## config.mk

```make
export PLATFORM = sky130hd
export DESIGN_NAME = pmfs_top
export DESIGN_NICKNAME = d
export VERILOG_FILES = /design/src/hw/pmfs_pkg.sv /design/src/hw/pmfs_fault_flags.sv /design/src/hw/pmfs_top.sv
export VERILOG_INCLUDE_DIRS = /design/src /design/src/hw
export SDC_FILE = /design/constraint.sdc
export NUM_CORES = 1
export LEC_CHECK = 0
export BUFFER_PORTS_ARGS = -buffer_cell sky130_fd_sc_hd__buf_2
export CAP_MARGIN = 10
export CORE_MARGIN = 4
export CORE_UTILIZATION = 50
export CTS_CLUSTER_DIAMETER = 50
export DETAILED_ROUTE_END_ITERATION = 10
export PLACE_DENSITY = 0.84
export SYNTH_ARGS = -nofsm -noshare
export SYNTH_HDL_FRONTEND = slang
export SYNTH_SLANG_ARGS = --single-unit
export TNS_END_PERCENT = 30
```

## constraint.sdc

```tcl
create_clock -name mclk -period 2.05 [get_ports mclk]
set_input_delay 0.41 -clock mclk [delete_from_list [all_inputs] [get_ports mclk]]
set_output_delay 0.41 -clock mclk [all_outputs]
set_load 0.05 [all_outputs]
```

## src/hw/pmfs_regs.svh

```systemverilog
// Register offsets, field positions, reset values and codes of the power mode and fault block
`ifndef PMFS_REGS_SVH
`define PMFS_REGS_SVH
// ----------------------------------------------------------------
// Register offsets (register port address)
// ----------------------------------------------------------------
`define PMFS_ADDR_W 12
`define PMFS_OFS_INIT_COMPLETE 12'h0270
`define PMFS_OFS_PROFILE_B 12'h029a
`define PMFS_OFS_PROFILE_C 12'h029b
`define PMFS_OFS_PROFILE_D 12'h029c
`define PMFS_OFS_FAULT_SUMMARY 12'h02c0
`define PMFS_OFS_FAULT_FLAGS 12'h02c1
// ----------------------------------------------------------------
// Reset values
// ----------------------------------------------------------------
`define PMFS_RST_PROFILE_B 8'h0f
`define PMFS_RST_PROFILE_C 8'h04
`define PMFS_RST_PROFILE_D 8'h1b
`define PMFS_RST_FAULT_FLAGS 8'h3f
`define PMFS_RST_FAULT_MASK 8'h3f
// ----------------------------------------------------------------
// Profile codes
// ----------------------------------------------------------------
`define PMFS_B_LOW 8'h06
`define PMFS_B_HIGH 8'h0f
`define PMFS_C_LOW 8'h00
`define PMFS_C_HIGH 8'h04
`define PMFS_D_LOW 8'h14
`define PMFS_D_HIGH 8'h1b
// ----------------------------------------------------------------
// Field positions
// ----------------------------------------------------------------
`define PMFS_BIT_INIT_DONE 0
`define PMFS_BIT_SUMMARY 0
`define PMFS_BIT_FIFO 5
`define PMFS_BIT_SPLL 4
`define PMFS_BIT_LINK 3
`define PMFS_BIT_REALIGN 2
`define PMFS_BIT_CLKDIV 0
`define PMFS_FLAGS_IMPL 8'h3f
`endif

```

## src/hw/pmfs_pkg.sv

```systemverilog
// Types shared by the power mode and fault summary block
package pmfs_pkg;
  // Decoded operating mode of one profile field
  typedef enum logic [1:0] {
    PMFS_MODE_HIGH = 2'b00,
    PMFS_MODE_LOW = 2'b01,
    PMFS_MODE_RSVD = 2'b10
  } pmfs_mode_t;
  // Register port request
  typedef struct packed {
    logic wr;
    logic rd;
    logic [11:0] addr;
    logic [7:0] wdata;
  } pmfs_req_t;
  // Fault events, one pulse each
  typedef struct packed {
    logic lane_fifo_fault;
    logic serializer_pll_fault;
    logic link_state_fault;
    logic sysref_realign_fault;
    logic reserved_fault;
    logic clock_divider_fault;
  } pmfs_events_t;
endpackage

```

## src/hw/pmfs_fault_flags.sv

```systemverilog
// Sticky write-one-to-clear fault flags
`timescale 1ns/1ps
`include "pmfs_regs.svh"
module pmfs_fault_flags
  import pmfs_pkg::*;
(
  input wire logic mclk,
  input wire logic nrst,
  input wire logic [7:0] set_bits,
  input wire logic [7:0] clr_bits,
  output logic [7:0] flags
);
  logic [7:0] next_flags;
  // Set wins over clear; bits 7:6 stay zero
  always_comb begin
    next_flags = ((flags & ~clr_bits) | set_bits) & `PMFS_FLAGS_IMPL;
  end
  // All flags come up set after reset
  always_ff @(posedge mclk or negedge nrst) begin
    if (!nrst) begin
      flags <= `PMFS_RST_FAULT_FLAGS;
    end else begin
      flags <= next_flags;
    end
  end
endmodule // pmfs_fault_flags

```

## src/hw/pmfs_top.sv

```systemverilog
// Power profile, init status and fault summary register bank
// Notes on behaviour
// - Init status bit 0 reads 1 once internal initialization has finished, else 0.
// - Profile b selects low power at 0x06 and high performance at 0x0F (reset).
// - Profile c selects low power at 0x00 and high performance at 0x04 (reset).
// - Profile d selects low power at 0x14 and high performance at 0x1B (reset).
// - Fault summary bit 0 is 1 whenever any unmasked fault flag is set.
// - A set fault mask bit keeps its flag out of the summary.
// - When selected, the summary drives the calibration status pin as an interrupt.
// - Fault flags sit at bits 5,4,3,2,1,0, are set by events and cleared by writing 1.
// - After power-on or software reset every fault flag reads 1.
`timescale 1ns/1ps
`include "pmfs_regs.svh"
module pmfs_top
  import pmfs_pkg::*;
(
  input wire logic mclk,
  input wire logic nrst,
  input wire logic soft_reset,
  input wire logic init_finished,
  input wire pmfs_req_t req,
  output logic [7:0] rdata,
  output logic rvalid,
  input wire pmfs_events_t events,
  input wire logic [7:0] fault_mask,
  input wire logic cal_status_sel,
  input wire logic cal_done,
  input wire logic serial_link_enable,
  input wire logic cal_enable,
  output logic calibration_status_pin,
  output pmfs_mode_t power_mode,
  output logic low_power_en
);
  // ----------------------------------------------------------------
  // Decoding helpers
  // ----------------------------------------------------------------
  function automatic pmfs_mode_t decode_mode(input logic [7:0] code, input logic [7:0] lo,
                                             input logic [7:0] hi);
    if (code == lo) begin
      decode_mode = PMFS_MODE_LOW;
    end else if (code == hi) begin
      decode_mode = PMFS_MODE_HIGH;
    end else begin
      decode_mode = PMFS_MODE_RSVD;
    end
  endfunction
  function automatic logic is_write(input pmfs_req_t r, input logic [11:0] ofs);
    is_write = r.wr && (r.addr == ofs);
  endfunction

  // ----------------------------------------------------------------
  // Register state
  // ----------------------------------------------------------------
  logic [7:0] profile_b;
  logic [7:0] profile_c;
  logic [7:0] profile_d;
  logic init_done;
  logic fault_summary;
  logic [7:0] flags;
  logic [7:0] next_profile_b;
  logic [7:0] next_profile_c;
  logic [7:0] next_profile_d;
  logic next_init_done;
  logic next_fault_summary;
  logic [7:0] next_rdata;
  logic next_rvalid;
  logic next_cal_pin;
  logic [7:0] set_bits;
  logic [7:0] clr_bits;
  pmfs_mode_t mode_b;
  pmfs_mode_t mode_c;
  pmfs_mode_t mode_d;
  pmfs_mode_t next_power_mode;
  logic local_rst;

  assign local_rst = soft_reset;

  // Event pulses into flag positions, write-one clears
  always_comb begin
    set_bits = 8'h00;
    set_bits[`PMFS_BIT_FIFO] = events.lane_fifo_fault;
    set_bits[`PMFS_BIT_SPLL] = events.serializer_pll_fault;
    set_bits[`PMFS_BIT_LINK] = events.link_state_fault;
    set_bits[`PMFS_BIT_REALIGN] = events.sysref_realign_fault;
    set_bits[1] = events.reserved_fault;
    set_bits[`PMFS_BIT_CLKDIV] = events.clock_divider_fault;
    if (local_rst) begin
      set_bits = `PMFS_RST_FAULT_FLAGS;
    end
    clr_bits = is_write(req, `PMFS_OFS_FAULT_FLAGS) ? req.wdata : 8'h00;
  end

  pmfs_fault_flags u_flags (
    .mclk(mclk),
    .nrst(nrst),
    .set_bits(set_bits),
    .clr_bits(clr_bits),
    .flags(flags)
  );

  // Next state of profiles, summary, status and read data
  always_comb begin
    next_profile_b = profile_b;
    next_profile_c = profile_c;
    next_profile_d = profile_d;
    if (is_write(req, `PMFS_OFS_PROFILE_B)) begin
      next_profile_b = req.wdata;
    end
    if (is_write(req, `PMFS_OFS_PROFILE_C)) begin
      next_profile_c = req.wdata;
    end
    if (is_write(req, `PMFS_OFS_PROFILE_D)) begin
      next_profile_d = req.wdata;
    end
    if (local_rst) begin
      next_profile_b = `PMFS_RST_PROFILE_B;
      next_profile_c = `PMFS_RST_PROFILE_C;
      next_profile_d = `PMFS_RST_PROFILE_D;
    end
    next_init_done = init_finished && !local_rst;
    next_fault_summary = |(flags & ~fault_mask & `PMFS_FLAGS_IMPL);
    next_cal_pin = cal_status_sel ? next_fault_summary : cal_done;
    mode_b = decode_mode(profile_b, `PMFS_B_LOW, `PMFS_B_HIGH);
    mode_c = decode_mode(profile_c, `PMFS_C_LOW, `PMFS_C_HIGH);
    mode_d = decode_mode(profile_d, `PMFS_D_LOW, `PMFS_D_HIGH);
    if (mode_b == mode_c && mode_c == mode_d) begin
      next_power_mode = mode_b;
    end else begin
      next_power_mode = PMFS_MODE_RSVD;
    end
    next_rvalid = req.rd;
    next_rdata = 8'h00;
    if (req.addr == `PMFS_OFS_INIT_COMPLETE) begin
      next_rdata[`PMFS_BIT_INIT_DONE] = init_done;
    end else if (req.addr == `PMFS_OFS_PROFILE_B) begin
      next_rdata = profile_b;
    end else if (req.addr == `PMFS_OFS_PROFILE_C) begin
      next_rdata = profile_c;
    end else if (req.addr == `PMFS_OFS_PROFILE_D) begin
      next_rdata = profile_d;
    end else if (req.addr == `PMFS_OFS_FAULT_SUMMARY) begin
      next_rdata[`PMFS_BIT_SUMMARY] = fault_summary;
    end else if (req.addr == `PMFS_OFS_FAULT_FLAGS) begin
      next_rdata = flags;
    end
    if (!req.rd) begin
      next_rdata = rdata;
    end
  end

  // Register everything
  always_ff @(posedge mclk or negedge nrst) begin
    if (!nrst) begin
      profile_b <= `PMFS_RST_PROFILE_B;
      profile_c <= `PMFS_RST_PROFILE_C;
      profile_d <= `PMFS_RST_PROFILE_D;
      init_done <= 1'b0;
      fault_summary <= 1'b0;
      rdata <= 8'h00;
      rvalid <= 1'b0;
      calibration_status_pin <= 1'b0;
      power_mode <= PMFS_MODE_HIGH;
    end else begin
      profile_b <= next_profile_b;
      profile_c <= next_profile_c;
      profile_d <= next_profile_d;
      init_done <= next_init_done;
      fault_summary <= next_fault_summary;
      rdata <= next_rdata;
      rvalid <= next_rvalid;
      calibration_status_pin <= next_cal_pin;
      power_mode <= next_power_mode;
    end
  end

  assign low_power_en = (power_mode == PMFS_MODE_LOW);
endmodule // pmfs_top

```

After elaboration in Yosys (flattened, before gate mapping)
Index checks and enable logic that the tools add are counted.
{"block": "classes", "eq_ne": 14, "muxes": 24, "bitwise": 5, "reduce_logical": 12}
{"op": "equality test 12 x 10 -> 1 bit, second input constant", "count": 6}
{"op": "two-way mux 8 bit", "count": 9}
{"op": "two-way mux 6 bit", "count": 3}
{"op": "equality test 8 x 3 -> 1 bit, second input constant", "count": 2}
{"op": "equality test 8 x 5 -> 1 bit, second input constant", "count": 2}
{"op": "two-way mux 2 bit", "count": 7}
{"op": "bitwise AND 6 bit", "count": 2}
{"op": "inverter 6 bit", "count": 2}
{"op": "equality test 8 x 4 -> 1 bit, second input constant", "count": 1}
{"op": "zero test 8 bit", "count": 1}
{"op": "two-way mux 7 bit", "count": 1}
{"op": "logical AND 1 bit", "count": 6}
{"op": "bitwise OR 6 bit", "count": 1}
{"op": "nonzero test 2 bit", "count": 3}
{"op": "OR reduction 6 bit", "count": 1}
{"op": "two-way mux 5 bit", "count": 1}
{"op": "equality test 2 bit", "count": 2}
{"op": "two-way mux 1 bit", "count": 3}
{"op": "equality test 2 x 1 -> 1 bit, second input constant", "count": 1}
{"op": "zero test 1 bit", "count": 1}
{"block": "word_totals", "reg_bits": 44}

Longest topological paths before layout
Gate-level depths: netlist of run 1.
{"block": "depth", "ltp_word": 7, "ltp_mapped": 6, "ltp_nobuf": 4}

Cells and area by module
Synthesis of run 1 repeated with hierarchy kept, for this count alone.
{"block": "unflattened", "hier_cells": 238, "area_unflattened_um2": 2452.4}
{"module": "pmfs_top", "cells_each": 217, "area_per_inst_um2": 2208.4, "instances": 1}
{"module": "pmfs_fault_flags", "cells_each": 21, "area_per_inst_um2": 244.0, "instances": 1}

Worst setup path after synthesis of run 1
No wires, ideal clock.
{"block": "synth_timing", "path_type": "in2reg", "start": "in req[10] in the netlist's numbering", "end": "reg rdata[1]", "setup_ns": 0.141, "path_stages": 5, "n_path_buf": 1, "slack_ns": 0.137, "t_arrival_ns": 1.772, "path_cell_list": "or4b_1 -> buf_2 -> or4_1 -> nand3_2 -> o32ai_1"}
{"block": "synth_between", "elab_chain_cells": 7}
{"item": "start, declared", "line": "pmfs_top.sv:21", "source": "input wire pmfs_req_t req,"}
{"item": "equality test 12 x 10 -> 1 bit (no source line)"}
{"item": "two-way mux 6 bit", "line": "pmfs_top.sv:143", "source": "end else if (req.addr == `PMFS_OFS_FAULT_FLAGS) begin"}
{"item": "two-way mux 5 bit", "line": "pmfs_top.sv:141", "source": "end else if (req.addr == `PMFS_OFS_FAULT_SUMMARY) begin"}
{"item": "two-way mux 8 bit", "line": "pmfs_top.sv:139", "source": "end else if (req.addr == `PMFS_OFS_PROFILE_D) begin"}
{"item": "two-way mux 8 bit", "line": "pmfs_top.sv:137", "source": "end else if (req.addr == `PMFS_OFS_PROFILE_C) begin"}
{"item": "two-way mux 8 bit", "line": "pmfs_top.sv:135", "source": "end else if (req.addr == `PMFS_OFS_PROFILE_B) begin"}
{"item": "two-way mux 7 bit (*)", "line": "pmfs_top.sv:133", "source": "if (req.addr == `PMFS_OFS_INIT_COMPLETE) begin"}
{"item": "end signal, assigned", "line": "pmfs_top.sv:169", "source": "rdata <= next_rdata;"}
{"item": "end, declared", "line": "pmfs_top.sv:22", "source": "output logic [7:0] rdata,"}
Mark *: on every way between the ends. The rest lies on a longest branch, timed or not.
A chain may end at the register's enable or synchronous reset.

Worst setup path after layout of run 1
{"block": "layout_timing", "start": "in req[10] in the netlist's numbering", "end": "reg rdata[4]"}
The elaborated chain is that of the path after synthesis.

==> reports/results.ini, run 1 <==
[worst_setup_path]
critPathTopFamily=simple AND/OR/NAND/NOR gates
crit_buf_inv=1
critical_path_class=primary input to flip-flop
crit_fanout=7
cp-end-kind=flip-flop
cp.required_ns=2.23
reg2reg_depth=4
start_kind=primary input
crit_chain=buf_2 -> or4b_1 -> or4_1 -> nand3_2 -> o32ai_1
cp.arrival_ns=1.99
cpMaxStageDelayCell=or4b_1
critical-path-max-stage-delay_ns=0.65
cp.depth=5

[final_layout]
layout_commonest_cell=buf_2
area_growth_pct=20.89
final_cells=344
drive_gt1_share_pct=36.30
final_cell_area_mm2=0.002816
final_cell_mix=buf_2 (52), dfrtp_1 (29), buf_4 (17), inv_1 (16)
multi_input_area_mm2=0.001096
seq_area_mm2=0.001120
fin_nets=335
fillers=379
n_antenna_cell=0

[run]
cap_violations=0

[timing]
relSlewSlack_pct=62.65
setup_slack_ns=0.2383
timing.final.crit_share_pct=88.37
rsz0062_at_grt=no
setup_viol=0
tns_ns=0
max_freq_ghz=0.5520
min_period_ns=1.812
slew_viol_final=0
skew_ns=0.005503
worst_pin_slew_ns=0.5603
hold_violations=0

[route]
wl_per_cell_um=17.59
vias_per_cell=6.067
ant_nets=0
drc_errors=0
first_pass_iters=4
drtIter0Drc=178
via_count=2087
routed_wl_um=6051

[synthesis]
ys_top_cells_by_area=dfrtp_1 (31%), dfstp_2 (17%), mux2i_1 (5.2%)
yosys_warnings=0
ys_seq_area_share_pct=48.07
synthCells=227
syn_area_mm2=0.002330
avgSynthCellArea_um2=10.26
synth_edf_count=0
synthArstFlopShare_pct=100.0
synth-seq-cells=44
synth_ff_type=dfrtp_1
yosysTopAreaCell=dfrtp_1
synth.top_cell.area_share_pct=31.15
synth_nets=271
synthDistinctLibCells=53

[clocking]
cts_sinks=44
clk_pin_slew_ns=0.08
h-tree-depth=2
clk_latency_ns=0.30
tritoncts.num_buffers=5
root_buffer=clkbuf_8
postCtsHoldBufs=0
cts_tree=built
clock_path_buffers=2
post_cts_buffers=0
cts_resized=0

[grt]
grt_pass1_vias=2011
grt_first_pass_wirelength_um=9998
grtUsageTotal_pct=21.34
gr-total-overflow=0
grt_max_degree=45
antenna_found_initial=0

[die]
core-area_mm2=0.004444
io_pins=57
die_w_um=76.26
rows=24
start_util_pct=52.42
die_area_mm2=0.005816
die_y_um=76.26

[status]
status=finished, final reports clean

[power]
powerDensity_mw_per_mm2=560.9
peakVddDrop_v=0.0006103
p_leak_uw=0.001256

[worst_hold_path]
min_path_type=primary input to async pin

[place]
place_congestion=0.8787
place_hpwl_um=4373
numPlacedInstances=336
place_area_mm2=0.002729
place_ws_ns=-0.06774
io_buffer_count=52

==> stage by stage <==
| step | utilization, % | hold WS (ns) | total power (uW) |
|---|---|---|---|
| after detailed placement | 61.40 | 0.5216 | 1054 |
| after global placement | 61.40 | 0.5112 | 1051 |
| after CTS | 63.37 | 0.1979 | 1593 |
| final | 63.37 | 0.1735 | 1580 |
| after floorplan | - | 0.1144 | 955.9 |
| after global routing | 63.37 | 0.2207 | 1649 |
==> flip-flops by register name (all words and copies together) (netlist names) <==
signal and cells:
calibration_status_pin 1, profile_b 8, u_flags.flags 6, power_mode 2, rvalid 1, fault_summary 1
rdata 8, init_done 1, profile_d 8, profile_c 8
==> per-layer routing <==
metal,routed length [um],up-vias,track usage (%)
met4,103,0,7.065
met1,2642,1033,29.14
met3,364,13,4.965
met5,0,-,0
met2,2941,73,33.57
li1,-,968,-
==> final cells by class <==
type | instances | share of cell area [%]
Multi-Input combinational cell | 155 | 38.92
Timing Repair Buffer | 69 | 13.77
Clock inverter | 3 | 0.6664
Sequential cell | 44 | 39.76
Inverter | 16 | 2.132
Tap cell | 52 | 2.310
Clock buffer | 5 | 2.443
==> final timing paths <==
kind / from / end / slack (ns)
worst min register to register: rdata[2] / rdata[2] / 0.55
worst min-delay path: nrst / rdata[0] / 0.17
max in group asynchronous: nrst / profile_d[1] / 1.48
worst max-delay path: req[10] / rdata[4] / 0.24
worst max register to register: profile_d[4] / power_mode[1] / 0.30
min in group mclk: events[1] / u_flags.flags[1] / 0.29
==> worst reg2reg max path, cell delays in order, from the launching register on <==
cell,delay [ns]
dfstp_2,0.54
nor4bb_1,0.35
nand4_1,0.14
nor4_1,0.41
o211ai_1,0.16
==> synth_stat cells (2+ instances only) <==
library cell,instances
nand3_1,9
dfrtp_1,29
o2bb2ai_1,2
inv_1,16
nor2_1,15
dfstp_2,15
nand2_1,5
and4_1,3
nand2b_1,10
o22ai_1,4
nor4_1,2
buf_2,4
clkbuf_1,6
and4bb_2,2
and2_1,2
or3_1,7
nand4_1,3
o211ai_1,2
a211o_1,4
a2bb2oi_1,5
nor3_1,2
o32ai_1,7
nor2b_1,3
and3_1,4
o21ai_0,11
a22oi_1,5
a21oi_1,13
mux2i_1,12
==> cell families (layout without fill, tap and decap cells) <==
| logic type | after synthesis | after routing | synth area share, % |
|---|---|---|---|
| and+or+nand+nor | 85 | 85 | 24.54 |
| AOI/OAI and AO/OA | 57 | 57 | 16.86 |
| DFF | 44 | 44 | 48.07 |
| buffers and inverters | 28 | 93 | 4.887 |
| muxes | 13 | 13 | 5.639 |
==> power breakdown <==
| part | total (uW) | internal [uW] | switching, uW |
|---|---|---|---|
| sequential | 873 | 872 | 1.25 |
| combinational | 166 | 68.8 | 96.8 |
| clock | 541 | 238 | 303 |
(Power assumes the default switching activity.)
==> run 2: changes to the inputs <==
SYNTH_HIERARCHICAL = 1   (was unset)
==> run 2 against run 1 <==
First-iteration DRC count down 11%. Largest power group unchanged. Design area grew 3.8%. Die area up 4.1%. Critical endpoint is now u_flags/flags[5].
==> reports/results.ini, run 2 <==
[timing]
min_period_ns=1.739
max_freq_ghz=0.5752
hold_violations=0
setup_slack_ns=0.3114
timing.final.crit_share_pct=84.81
rsz0062_at_grt=no
hold_ws_ns=0.1657
slew_viol_final=0
setup_viol=0
tns_ns=0
skew_ns=0.002718
relSlewSlack_pct=60.08
worst_pin_slew_ns=0.5988

[route]
via_count=1978
first_pass_iters=4
wl_per_cell_um=15.85
vias_per_cell=5.419
ant_nets=0
drtIter0Drc=159
routed_wl_um=5786
drc_errors=0

[die]
die_y_um=77.80
die_area_mm2=0.006053
rows=25
die_w_um=77.80
start_util_pct=51.58
core-area_mm2=0.004723
io_pins=57

[final_layout]
n_antenna_cell=0
drive_gt1_share_pct=34.90
seq_area_mm2=0.001120
multi_input_area_mm2=0.001200
final_cells=365
area_growth_pct=19.98
fin_nets=341
fillers=380
final_cell_mix=buf_2 (52), nor2_1 (35), dfrtp_1 (29), mux2i_1 (26), inv_1 (20)
layout_commonest_cell=buf_2
final_cell_area_mm2=0.002923

[grt]
grt_use_met1_pct=25.49
use_met2_pct=33.48
grt_first_pass_wirelength_um=9818
grt_pass1_vias=2085
busiest_layer=met2
antenna_found_initial=0
grt_max_degree=45
gr-usage-met3_pct=5.220
gr-total-overflow=0
grtUsageTotal_pct=20.74

[clocking]
root_buffer=clkbuf_8
clk_latency_ns=0.30
cts_sinks=44
cts_tree=built
postCtsHoldBufs=0
clock_path_buffers=2
clk_pin_slew_ns=0.08
post_cts_buffers=0
h-tree-depth=2
tritoncts.num_buffers=5
cts_resized=0

[place]
place_congestion=0.8937
io_buffer_count=52
place_ws_ns=-0.02288
place_hpwl_um=4427
numPlacedInstances=357
place_area_mm2=0.002825

[worst_setup_path]
crit_chain=buf_2 -> or4b_1 -> nor3_4 -> and3_1 -> and2_1 -> inv_1 -> a21o_1
start_kind=primary input
critical_path_class=primary input to flip-flop
cpMaxStageDelayCell=or4b_1
crit_fanout=6
cp.required_ns=2.29
cp-end-kind=flip-flop
critical-path-max-stage-delay_ns=0.60
cp.arrival_ns=1.98
reg2reg_depth=4

[power]
powerDensity_mw_per_mm2=550.5
p_leak_uw=0.001370
peakVddDrop_v=0.0002169

[status]
status=finished, final reports clean

[synthesis]
syn_area_mm2=0.002436
avgSynthCellArea_um2=10.37
yosys_warnings=6
synthCells=235

[worst_hold_path]
min_path_type=primary input to async pin

[run]
cap_violations=0

## run 2: power breakdown
group	switching (uW)	internal [uW]
clock	298	273
combinational	97.5	68.1
sequential	0.805	872
total	396	1210
## run 2: critical path, delay by kind of cell
kind	cells	cell delay, ns
and+or+nand+nor	4	1.23
AOI/OAI and AO/OA	1	0.17
buffers and inverters	2	0.17
## run 2: metrics by stage
step,total power [uW],utilization [%]
finish,1609,61.88
global placement,1050,59.81
floorplan,965.1,-
detailed placement,1054,59.81
CTS,1628,61.88
global route,1675,61.88
## run 2: layout make-up
cell class,instances,share of cell area (%)
Timing Repair Buffer,63,11.73
Clock buffer,6,2.825
Multi-Input combinational cell,162,41.05
Tap cell,67,2.868
Inverter,21,2.697
Sequential cell,44,38.31
Clock inverter,2,0.5137
## run 2: routing by layer
| layer | routed length [um] | share of wire [%] |
|---|---|---|
| met1 | 2527 | 44 |
| met2 | 2741 | 47 |
| met3 | 300 | 5.2 |
| met4 | 216 | 3.7 |
| met5 | 0 | 0 |
## run 2: final timing paths
kind	start	to	slack, ns
setup / recovery	req[13]	u_flags/flags[5]	0.31
hold / removal	nrst	init_done	0.17
setup reg to reg	profile_d[3]	power_mode[1]	0.53
hold reg to reg	u_flags/flags[5]	u_flags/flags[5]	0.52
max in group asynchronous	nrst	profile_d[4]	1.51
min in group mclk	req[20]	rvalid	0.33
